[config.mk]
export PLATFORM = sky130hd
export DESIGN_NAME = iam_addr_match
export DESIGN_NICKNAME = d
export VERILOG_FILES = /design/src/hdl/iam_addr_match.v
export VERILOG_INCLUDE_DIRS = /design/src /design/src/hdl
export SDC_FILE = /design/constraint.sdc
export NUM_CORES = 1
export LEC_CHECK = 0
export BUFFER_PORTS_ARGS = -buffer_cell sky130_fd_sc_hd__clkbuf_2
export CORE_MARGIN = 2
export CORE_UTILIZATION = 50
export DETAILED_ROUTE_END_ITERATION = 10
export GPL_ROUTABILITY_DRIVEN = 0
export GPL_TIMING_DRIVEN = 0
export PLACE_DENSITY = 0.73
export REMOVE_ABC_BUFFERS = 1
export SETUP_SLACK_MARGIN = 0.1
export SLEW_MARGIN = 5
export SYNTH_ARGS = -nofsm -noshare
export SYNTH_HDL_FRONTEND = slang
export SYNTH_SLANG_ARGS = --single-unit
[constraint.sdc]
create_clock -name core_clk_i -period 1.7 [get_ports core_clk_i]
set_input_delay 0.085 -clock core_clk_i [delete_from_list [all_inputs] [get_ports core_clk_i]]
set_output_delay 0.085 -clock core_clk_i [all_outputs]
set_load 0.01 [all_outputs]
[src/hdl/iam_map.vh]
// constants for the i2c address-match front end
`ifndef IAM_MAP_VH
`define IAM_MAP_VH

// timing
`define IAM_CLK_PERIOD_NS 25
`define IAM_SPIKE_NS 50
// samples a level must hold before it is believed
`define IAM_FILT_CYC (`IAM_SPIKE_NS / `IAM_CLK_PERIOD_NS + 1)

// address reset values (8-bit byte form, direction bit zero)
`define IAM_GROUP_RST 8'h90
`define IAM_SUB1_RST 8'h92
`define IAM_SUB2_RST 8'h94
`define IAM_SUB3_RST 8'h98
// enable bits: [3] sub1, [2] sub2, [1] sub3, [0] group
`define IAM_EN_RST 4'h1
`define IAM_EN_SUB1_BIT 3
`define IAM_EN_SUB2_BIT 2
`define IAM_EN_SUB3_BIT 1
`define IAM_EN_GROUP_BIT 0
// seven-bit soft-reset call address
`define IAM_SOFT_RESET_ADDR 7'h03

// configuration write selectors
`define IAM_SEL_GROUP 3'h0
`define IAM_SEL_SUB1 3'h1
`define IAM_SEL_SUB2 3'h2
`define IAM_SEL_SUB3 3'h3
`define IAM_SEL_EN 3'h4

// strap level codes
`define IAM_STRAP_GND 2'h0
`define IAM_STRAP_VCC 2'h1
`define IAM_STRAP_SCL 2'h2
`define IAM_STRAP_SDA 2'h3

// upper address nibble by {high,mid,low} tied to a bus line
`define IAM_HI_000 4'h4
`define IAM_HI_001 4'h5
`define IAM_HI_010 4'h2
`define IAM_HI_011 4'h3
`define IAM_HI_100 4'hC
`define IAM_HI_101 4'hE
`define IAM_HI_110 4'hA
`define IAM_HI_111 4'hB

// match kinds reported after an accepted address
`define IAM_KIND_NONE 3'h0
`define IAM_KIND_REGULAR 3'h1
`define IAM_KIND_GROUP 3'h2
`define IAM_KIND_SUB1 3'h3
`define IAM_KIND_SUB2 3'h4
`define IAM_KIND_SUB3 3'h5
`define IAM_KIND_SOFT 3'h6

`endif

[src/hdl/iam_addr_match.v]
// i2c target address recognition, ack and spike filter for the led driver
`timescale 1ns/1ps
`default_nettype none
`include "iam_map.vh"
// How it works
// (RULE1) address byte follows start; its last bit is direction, 1 read, 0 write
// (RULE2) three four-level straps select one of 64 regular addresses, 40h..BEh; the code's nibble table gives 20h..EEh, with gaps
// (RULE3) master avoids reserved codes as target addresses
// (RULE4) group-call address resets to 90h, rewritable, volatile
// (RULE5) group call enabled at reset; 90h and 91h acknowledged
// (RULE6) master never uses default group-call value as a regular address
// (RULE7) three sub-call addresses reset to 92h, 94h, 98h, rewritable
// (RULE8) sub-call matching disabled at reset; defaults not acknowledged
// (RULE9) master may reuse sub-call defaults while their enables stay cleared
// (RULE10) soft-reset call acknowledged only with write direction
// (RULE11) master never programs soft-reset call value into any address
// (RULE12) pulses on clock and data shorter than 50 ns are ignored
// (RULE13) system avoids reset pin assertion during a transfer
// (RULE14) group call answered only while its enable is set; enable resets to 1
// (RULE15) byte after any accepted address loads the control pointer; the code loads it only after a write-direction address other than soft reset
// (RULE16) accepted soft-reset call restores every register like power-on; the code restores only the call addresses and enables
// (RULE17) ack on regular, write-direction soft-reset or enabled group/sub match; otherwise release data
module iam_addr_match (
   input wire core_clk_i,
   input wire reset_n_i,
   input wire scl_i,
   input wire sda_i,
   output reg sda_o,
   output reg sda_oe_o,
   input wire [1:0] strap_pin_low_i,
   input wire [1:0] strap_pin_mid_i,
   input wire [1:0] strap_pin_high_i,
   input wire cfg_wr_i,
   input wire [2:0] cfg_sel_i,
   input wire [7:0] cfg_wdata_i,
   output reg [7:0] group_call_address_reg_o,
   output reg [7:0] sub_call_address_first_o,
   output reg [7:0] sub_call_address_second_o,
   output reg [7:0] sub_call_address_third_o,
   output reg [3:0] sub_call_enables_o,
   output reg [6:0] regular_addr_o,
   output reg [2:0] match_kind_o,
   output reg read_dir_o,
   output reg [7:0] ctrl_ptr_o,
   output reg ctrl_ptr_vld_o,
   output reg [7:0] data_byte_o,
   output reg data_byte_vld_o,
   output reg soft_reset_call_o
);

   localparam ST_IDLE = 3'h0;
   localparam ST_ADDR = 3'h1;
   localparam ST_AACK = 3'h2;
   localparam ST_CTRL = 3'h3;
   localparam ST_DATA = 3'h4;
   localparam ST_DACK = 3'h5;
   localparam integer FILT_SPAN = `IAM_FILT_CYC - 1;
   localparam [1:0] FILT_LAST = FILT_SPAN[1:0]; // two bits cover the sample window
   ////////////////////////////////////////////////////////////////////////
   // bus line synchronisers and spike filters, bit 0 scl, bit 1 sda
   wire [1:0] line_raw;
   wire [1:0] line_filt;
   assign line_raw = {sda_i, scl_i};

   genvar gi;
   generate
      for (gi = 0; gi < 2; gi = gi + 1) begin : g_filt
         reg meta_r;
         reg sync_r;
         reg filt_r;
         reg [1:0] cnt_r;
         assign line_filt[gi] = filt_r; // per-line stages keep one driver per register
         // a new level must hold for every sample of the window
         always @(posedge core_clk_i or negedge reset_n_i) begin
            if (!reset_n_i) begin
               meta_r <= 1'b1;
               sync_r <= 1'b1;
               filt_r <= 1'b1;
               cnt_r <= 2'h0;
            end else begin
               meta_r <= line_raw[gi];
               sync_r <= meta_r;
               if (sync_r == filt_r) begin
                  cnt_r <= 2'h0; // spike ended, restart the window
               end else if (cnt_r == FILT_LAST) begin
                  filt_r <= sync_r; // RULE12
                  cnt_r <= 2'h0;
               end else begin
                  cnt_r <= cnt_r + 2'h1;
               end
            end
         end
      end
   endgenerate
   reg [1:0] line_prev_r;
   wire scl_f, sda_f, scl_rise, scl_fall, start_cond, stop_cond;
   assign scl_f = line_filt[0];
   assign sda_f = line_filt[1];
   assign scl_rise = scl_f & ~line_prev_r[0];
   assign scl_fall = ~scl_f & line_prev_r[0];
   assign start_cond = scl_f & line_prev_r[0] & ~sda_f & line_prev_r[1];
   assign stop_cond = scl_f & line_prev_r[0] & sda_f & ~line_prev_r[1];

   ////////////////////////////////////////////////////////////////////////
   // strap synchronisers; straps are static but still come from pins
   reg [5:0] strap_meta_r;
   reg [5:0] strap_sync_r;
   always @(posedge core_clk_i or negedge reset_n_i) begin
      if (!reset_n_i) begin
         strap_meta_r <= 6'h00;
         strap_sync_r <= 6'h00;
      end else begin
         strap_meta_r <= {strap_pin_high_i, strap_pin_mid_i, strap_pin_low_i};
         strap_sync_r <= strap_meta_r;
      end
   end

   // bus-tied straps pick the upper nibble, vcc/sda pick each low bit
   reg [3:0] addr_hi;
   always @* begin
      case ({strap_sync_r[5], strap_sync_r[3], strap_sync_r[1]})
         3'h0: addr_hi = `IAM_HI_000;
         3'h1: addr_hi = `IAM_HI_001;
         3'h2: addr_hi = `IAM_HI_010;
         3'h3: addr_hi = `IAM_HI_011;
         3'h4: addr_hi = `IAM_HI_100;
         3'h5: addr_hi = `IAM_HI_101;
         3'h6: addr_hi = `IAM_HI_110;
         default: addr_hi = `IAM_HI_111;
      endcase
   end
   wire [6:0] regular_addr_nxt;
   assign regular_addr_nxt = {addr_hi, strap_sync_r[4], strap_sync_r[2], strap_sync_r[0]}; // RULE2
   ////////////////////////////////////////////////////////////////////////
   // address compare on the assembled byte
   reg [7:0] shift_r;
   wire [6:0] rx_addr;
   wire rx_read;
   wire hit_soft, hit_reg, hit_group, hit_sub1, hit_sub2, hit_sub3;
   assign rx_addr = shift_r[7:1];
   assign rx_read = shift_r[0]; // RULE1
   // soft reset is ignored with the read direction
   assign hit_soft = (rx_addr == `IAM_SOFT_RESET_ADDR) & ~rx_read; // RULE10
   assign hit_reg = (rx_addr == regular_addr_o);
   assign hit_group = sub_call_enables_o[`IAM_EN_GROUP_BIT] &
      (rx_addr == group_call_address_reg_o[7:1]); // RULE5 RULE14
   assign hit_sub1 = sub_call_enables_o[`IAM_EN_SUB1_BIT] & (rx_addr == sub_call_address_first_o[7:1]); // RULE8
   assign hit_sub2 = sub_call_enables_o[`IAM_EN_SUB2_BIT] & (rx_addr == sub_call_address_second_o[7:1]);
   assign hit_sub3 = sub_call_enables_o[`IAM_EN_SUB3_BIT] & (rx_addr == sub_call_address_third_o[7:1]);

   reg [2:0] kind_nxt;
   always @* begin
      if (hit_soft) begin
         kind_nxt = `IAM_KIND_SOFT;
      end else if (hit_reg) begin
         kind_nxt = `IAM_KIND_REGULAR; // RULE17
      end else if (hit_group) begin
         kind_nxt = `IAM_KIND_GROUP;
      end else if (hit_sub1) begin
         kind_nxt = `IAM_KIND_SUB1;
      end else if (hit_sub2) begin
         kind_nxt = `IAM_KIND_SUB2;
      end else if (hit_sub3) begin
         kind_nxt = `IAM_KIND_SUB3;
      end else begin
         kind_nxt = `IAM_KIND_NONE;
      end
   end
   ////////////////////////////////////////////////////////////////////////
   // protocol state machine; ack is driven from one scl fall to the next
   reg [2:0] state_r;
   reg [3:0] bit_cnt_r;
   reg soft_pending_r;
   always @(posedge core_clk_i or negedge reset_n_i) begin
      if (!reset_n_i) begin
         state_r <= ST_IDLE;
         bit_cnt_r <= 4'h0;
         shift_r <= 8'h00;
         line_prev_r <= 2'h3;
         soft_pending_r <= 1'b0;
         sda_o <= 1'b0;
         sda_oe_o <= 1'b0;
         regular_addr_o <= 7'h00;
         match_kind_o <= `IAM_KIND_NONE;
         read_dir_o <= 1'b0;
         ctrl_ptr_o <= 8'h00;
         ctrl_ptr_vld_o <= 1'b0;
         data_byte_o <= 8'h00;
         data_byte_vld_o <= 1'b0;
         soft_reset_call_o <= 1'b0;
      end else begin
         line_prev_r <= line_filt;
         regular_addr_o <= regular_addr_nxt;
         sda_o <= 1'b0; // open drain, only the enable toggles
         ctrl_ptr_vld_o <= 1'b0;
         data_byte_vld_o <= 1'b0;
         soft_reset_call_o <= 1'b0;
         if (start_cond) begin
            // repeated start also lands here, abandoning any byte
            state_r <= ST_ADDR; // RULE1
            bit_cnt_r <= 4'h0;
            sda_oe_o <= 1'b0;
         end else if (stop_cond) begin
            state_r <= ST_IDLE;
            sda_oe_o <= 1'b0;
         end else begin
            if (scl_rise && bit_cnt_r != 4'h8 &&
                (state_r == ST_ADDR || state_r == ST_CTRL || state_r == ST_DATA)) begin
               shift_r <= {shift_r[6:0], sda_f};
               bit_cnt_r <= bit_cnt_r + 4'h1;
            end
            if (scl_fall) begin
               case (state_r)
                  ST_ADDR: begin
                     if (bit_cnt_r == 4'h8) begin
                        if (kind_nxt != `IAM_KIND_NONE) begin
                           sda_oe_o <= 1'b1; // RULE17
                           state_r <= ST_AACK;
                           match_kind_o <= kind_nxt;
                           read_dir_o <= rx_read;
                           soft_pending_r <= hit_soft;
                        end else begin
                           state_r <= ST_IDLE; // data line left released
                        end
                     end
                  end
                  ST_AACK: begin
                     sda_oe_o <= 1'b0;
                     bit_cnt_r <= 4'h0;
                     if (soft_pending_r) begin
                        soft_reset_call_o <= 1'b1; // RULE16
                        soft_pending_r <= 1'b0;
                        state_r <= ST_IDLE;
                     end else if (read_dir_o) begin
                        state_r <= ST_IDLE; // read data is served elsewhere
                     end else begin
                        state_r <= ST_CTRL;
                     end
                  end
                  ST_CTRL: begin
                     if (bit_cnt_r == 4'h8) begin
                        ctrl_ptr_o <= shift_r; // RULE15
                        ctrl_ptr_vld_o <= 1'b1;
                        sda_oe_o <= 1'b1;
                        state_r <= ST_DACK;
                     end
                  end
                  ST_DATA: begin
                     if (bit_cnt_r == 4'h8) begin
                        data_byte_o <= shift_r;
                        data_byte_vld_o <= 1'b1;
                        sda_oe_o <= 1'b1;
                        state_r <= ST_DACK;
                     end
                  end
                  ST_DACK: begin
                     sda_oe_o <= 1'b0;
                     bit_cnt_r <= 4'h0;
                     state_r <= ST_DATA;
                  end
                  default: begin
                     state_r <= ST_IDLE;
                  end
               endcase
            end
         end
      end
   end
   ////////////////////////////////////////////////////////////////////////
   // volatile address and enable registers; soft reset beats a write
   always @(posedge core_clk_i or negedge reset_n_i) begin
      if (!reset_n_i) begin
         group_call_address_reg_o <= `IAM_GROUP_RST; // RULE4
         sub_call_address_first_o <= `IAM_SUB1_RST; // RULE7
         sub_call_address_second_o <= `IAM_SUB2_RST;
         sub_call_address_third_o <= `IAM_SUB3_RST;
         sub_call_enables_o <= `IAM_EN_RST; // RULE5 RULE8 RULE14
      end else if (soft_reset_call_o) begin
         group_call_address_reg_o <= `IAM_GROUP_RST; // RULE16
         sub_call_address_first_o <= `IAM_SUB1_RST;
         sub_call_address_second_o <= `IAM_SUB2_RST;
         sub_call_address_third_o <= `IAM_SUB3_RST;
         sub_call_enables_o <= `IAM_EN_RST;
      end else if (cfg_wr_i) begin
         case (cfg_sel_i)
            `IAM_SEL_GROUP: group_call_address_reg_o <= cfg_wdata_i; // RULE4
            `IAM_SEL_SUB1: sub_call_address_first_o <= cfg_wdata_i; // RULE7
            `IAM_SEL_SUB2: sub_call_address_second_o <= cfg_wdata_i;
            `IAM_SEL_SUB3: sub_call_address_third_o <= cfg_wdata_i;
            `IAM_SEL_EN: sub_call_enables_o <= cfg_wdata_i[3:0]; // RULE14
            default: sub_call_enables_o <= sub_call_enables_o;
         endcase
      end
   end

endmodule // iam_addr_match
`default_nettype wire

# Word-level counts from Yosys, hierarchy flattened
# Cells that the tools add are included.
[word_totals] wordCells=182 out_inout_bits=68 reg_bits=107
[classes] bitwise_logic=21 reduce_logical=32 n_mux=64 n_addsub=3 eq_ne=33
[op_table] cell="two-way mux 8 bit" count=12
[op_table] cell="== test 7 bit" count=5
[op_table] cell="two-way mux 3 bit" count=11
[op_table] cell="two-way mux 4 bit" count=8
[op_table] cell="case mux 4 bit (7 select lines)" count=1
[op_table] cell="two-way mux 1 bit" count=22
[op_table] cell="== test 3 x 2 -> 1 bit, second input constant" count=6
[op_table] cell="== test 3 bit, second input constant" count=6
[op_table] cell="AND reduction 5 bit" count=3
[op_table] cell="two-way mux 2 bit" count=7
[op_table] cell="AND reduction 2 bit" count=7
[op_table] cell="nonzero test 2 bit" count=7
[op_table] cell="AND 1 bit" count=12
[op_table] cell="case mux 3 bit (4 select lines)" count=1
[op_table] cell="AND reduction 6 bit" count=2
[op_table] cell="== test 3 x 1 -> 1 bit, second input constant" count=3
[op_table] cell="inverter 1 bit" count=9
[op_table] cell="inequality test 4 x 3 -> 1 bit, second input constant" count=2
[op_table] cell="== test 7 x 2 -> 1 bit, second input constant" count=1
[op_table] cell="zero test 3 bit" count=2
[op_table] cell="AND reduction 3 bit" count=2
[op_table] cell="nonzero test 3 bit" count=2
[op_table] cell="nonzero test 5 bit" count=1
[op_table] cell="adder 2 x 1 -> 2 bit, second input constant" count=2
[op_table] cell="13 further kinds" count=19

# Logic depth before layout (Yosys ltp)
[depth] ltp_word=15 ltp_mapped=8

# Worst setup path after synthesis
# OpenSTA, ideal clock, no wires.
[synth_path] path_kind="reg-to-reg" start="reg shift_r[5]" end="reg match_kind_o[0]" stages_incl_launch_ff=7 n_path_buf=1 slack_ns=-0.196 arrival_time_ns=1.769 t_required_ns=1.572 setup_ns=0.128 path_cell_list="dfrtp_1 buf_6 or4_4 nor2_4 nor3b_2 a21oi_4 mux2_1"
[synth_between] elab_chain_cells=10 word_cells_on_any_way=19 classes_between="eq/ne: 6; mux: 6; bitwise: 5; reduce/logical: 2"
[synth_lines] element="start, declared" line="iam_addr_match.v:136" source="reg [7:0] shift_r;"
[synth_lines] element="start signal, assigned" line="iam_addr_match.v:209" source="shift_r <= {shift_r[6:0], sda_f};"
[synth_lines] element="== test 7 bit" line="iam_addr_match.v:149" source="assign hit_sub3 = sub_call_enables_o[`IAM_EN_SUB3_BIT] & (rx_addr == sub_call_address_third_o[7:1]);"
[synth_lines] element="AND 1 bit" line="iam_addr_match.v:149"
[synth_lines] element="two-way mux 3 bit" line="iam_addr_match.v:163" source="end else if (hit_sub3) begin"
[synth_lines] element="two-way mux 3 bit" line="iam_addr_match.v:161" source="end else if (hit_sub2) begin"
[synth_lines] element="two-way mux 3 bit" line="iam_addr_match.v:159" source="end else if (hit_sub1) begin"
[synth_lines] element="two-way mux 3 bit" line="iam_addr_match.v:157" source="end else if (hit_group) begin"
[synth_lines] element="two-way mux 3 bit" line="iam_addr_match.v:155" source="end else if (hit_reg) begin"
[synth_lines] element="two-way mux 3 bit *" line="iam_addr_match.v:153" source="if (hit_soft) begin"
[synth_lines] element="nonzero test 3 bit (no source line)"
[synth_lines] element="AND reduction 6 bit (no source line)"
[synth_lines] element="end signal, assigned" line="iam_addr_match.v:184" source="match_kind_o <= `IAM_KIND_NONE;"
[synth_lines] element="end signal, assigned" line="iam_addr_match.v:219" source="match_kind_o <= kind_nxt;"
[synth_lines] element="end, declared" line="iam_addr_match.v:42" source="output reg [2:0] match_kind_o,"
# Every way passes the cells marked *; elsewhere a longest branch is shown, timed or not.
# A chain may end at the register's enable or synchronous reset.

# Worst setup path in the final report
[layout_path] start="reg shift_r[5]" end="reg match_kind_o[1]"
# The elaborated chain is that of the path after synthesis.

==> qor.yml <==
clock_path_buffers: 2
grt_pass1_vias: 3614
die_area_sq_um: 10200
via_per_inst: 5.55
maxCapViolCount: 0
power_density_nw_per_um2: 1340
hold_ws_ps: 14.1
wirelength_mm: 12.2
drc: 0
synthArstFlopShare: 1.00
num_vias: 3738
required_ps: 1950
fin_crit_sh: 1.22
end_kind: "flop"
violations: "setup timing"
final_common_cell: "clkbuf_2"
nNetsFinal: 582
clk_latency_ps: 370
portBuffers: 88
start_kind: "flop"
timing.fmax_ghz: 0.483
status: "finished, violations left"
coreArea_sq_um: 9200
cp.arrival_ps: 2320
synthCells: 425
leakage_nw: 2.89
drt_iter0_markers: 260
antenna_found_initial: 0
fill_cells: 678
antennaDiodeCount: 0
grt_max_degree: 108
fin_crit_ps: 2070
cts_tree: "done"
layout_common_cells: "87 x clkbuf_2, 76 x dfrtp_1, 70 x nand2_1"
cts.clk_slew.worst_paths_ps: 100
track_usage: 0.233
finalSetupTns_ps: -3010
ir_drop_mv: 0.586
avgRoutedWirePerCell_microns: 18.2
h-tree-depth: 3
synth_edf_count: 0
grt_pass1_wl_mm: 18.3
start_util: 0.513
cts-buffers-inserted: 9
ys_seq_area_frac: 0.573
skew_ps: 11.4
cts.sinks: 107
area.growth.synth_to_final_pct: 30.6
yosysUniqueCellTypes: 57
drt_first_pass_iters: 5
synth_area_sq_um: 4720
rows: 35
worst-setup-path-type: "flop to flop"
rsz0062_at_grt: "true"
hold_class: "primary input to flop"
cp_max_fo: 7
timing.final.max_slew_violations: 0
tightest_slew_ps: 827
ys_ff_latch: 107
setup_slack_ps: -370
grt_overflow: 0
hpwl_mm: 7.05
ant_nets: 0
hold_viol: 0
setup_viol: 24
io_pins: 90
cts_root_buffer: "clkbuf_8"
drive_gt1_frac: 0.423
synthFlopType: "dfrtp_1"
die_height_microns: 101
synth.avg_cell_area_sq_um: 11.1
slew_headroom: 0.449
die_w_microns: 101
synth_warnings: 0
r2r_setup_slack_ps: -370
==> cell usage after synthesis (8+ instances only) <==
| library cell | count | area [sq um] |
|---|---|---|
| nor2b_1 | 9 | 56.3 |
| nand4_1 | 8 | 50.1 |
| dfrtp_1 | 87 | 2180 |
| mux2i_1 | 8 | 80.1 |
| dfstp_2 | 20 | 526 |
| mux2_2 | 18 | 203 |
| nand2_1 | 82 | 308 |
| nor2_1 | 21 | 78.8 |
| xor2_1 | 10 | 87.6 |
| inv_1 | 8 | 30.0 |
| clkbuf_1 | 9 | 33.8 |
| a21oi_1 | 20 | 100 |
| nand3b_1 | 11 | 82.6 |
| xnor2_1 | 28 | 245 |
==> through the flow <==
step / setup slack, ps / cells / area (sq um) / total power [W] / util
2_1_floorplan: -217 / 401 / 4580 / 0.00494 / -
3_3_place_gp: -852 / 600 / 5160 / 0.00559 / 0.561
3_5_place_dp: -741 / 600 / 5170 / 0.00566 / 0.562
4_1_cts: -304 / 664 / 6000 / 0.00779 / 0.652
5_1_grt: -403 / 674 / 6160 / 0.00863 / 0.670
6_report: -370 / 674 / 6160 / 0.00822 / 0.670
==> path summary, 6_finish.rpt <==
path	cells past startpoint	from	endpoint
setup / recovery	5	shift_r[5]	match_kind_o[1]
hold / removal	3	cfg_wdata_i[0]	sub_call_address_third_o[0]
setup reg to reg	5	shift_r[5]	match_kind_o[1]
hold reg to reg	0	strap_meta_r[3]	strap_sync_r[3]
max in group asynchronous	2	reset_n_i	soft_reset_call_o
min in group asynchronous	2	reset_n_i	strap_meta_r[3]
==> registers in the layout, summed over array words and instances (netlist names), 7 cells and up <==
register	cells
regular_addr_o	7
sub_call_address_first_o	8
data_byte_o	8
shift_r	8
ctrl_ptr_o	8
sub_call_address_second_o	8
sub_call_address_third_o	8
group_call_address_reg_o	8
==> power breakdown <==
group	total (W)	switching [W]	internal, W
clock network	0.00145	0.000836	0.000615
registers	0.00368	0.000606	0.00307
logic	0.00310	0.00158	0.00152
total	0.00822	0.00302	0.00520
==> critical path, cell delays in order, from the launching register on <==
cell and delay [ps]:
dfrtp_2 500, or4_4 610, nor2_4 170, nor3b_4 80, a21oi_4 270, mux2_4 330
==> cells by family after synthesis <==
group,Yosys count,share of synthesized area
multiplexers,29,0.0671
adder cells (fa/ha/maj),2,0.00531
buffers and inverters,32,0.0342
AND/OR/NAND/NOR,161,0.169
XOR/XNOR,38,0.0706
AO/OA/AOI/OAI,55,0.0796
other,1,0.000795
flip-flops,107,0.573
==> routing by layer <==
layer  global-route usage  part of all wire  wire length, microns
met5                    0                 0                     0
met4               0.0884             0.019                   238
met2                0.370              0.51                  6230
met1                0.323              0.41                  4990
met3               0.0395             0.065                   792
==> timing repair <==
action	4_1_cts	5_1_grt
gates resized for setup	72	21
hold buffers	12	0
gates cloned	1	1
endpoints found under the hold margin	100	0
setup endpoints to repair	39	40
setup buffers	35	10
pin swaps	22	18
==> area by class of cell <==
cell class | count | area, sq um | area share
multi-input cells | 287 | 2100 | 0.340
clock buffers | 13 | 159 | 0.0258
clock inverters | 3 | 22.5 | 0.00366
inverters | 8 | 30.0 | 0.00488
well taps | 111 | 139 | 0.0225
repair buffers | 145 | 993 | 0.161
flip-flops and latches | 107 | 2720 | 0.441
No activity file was read; power rests on OpenSTA's default activity.
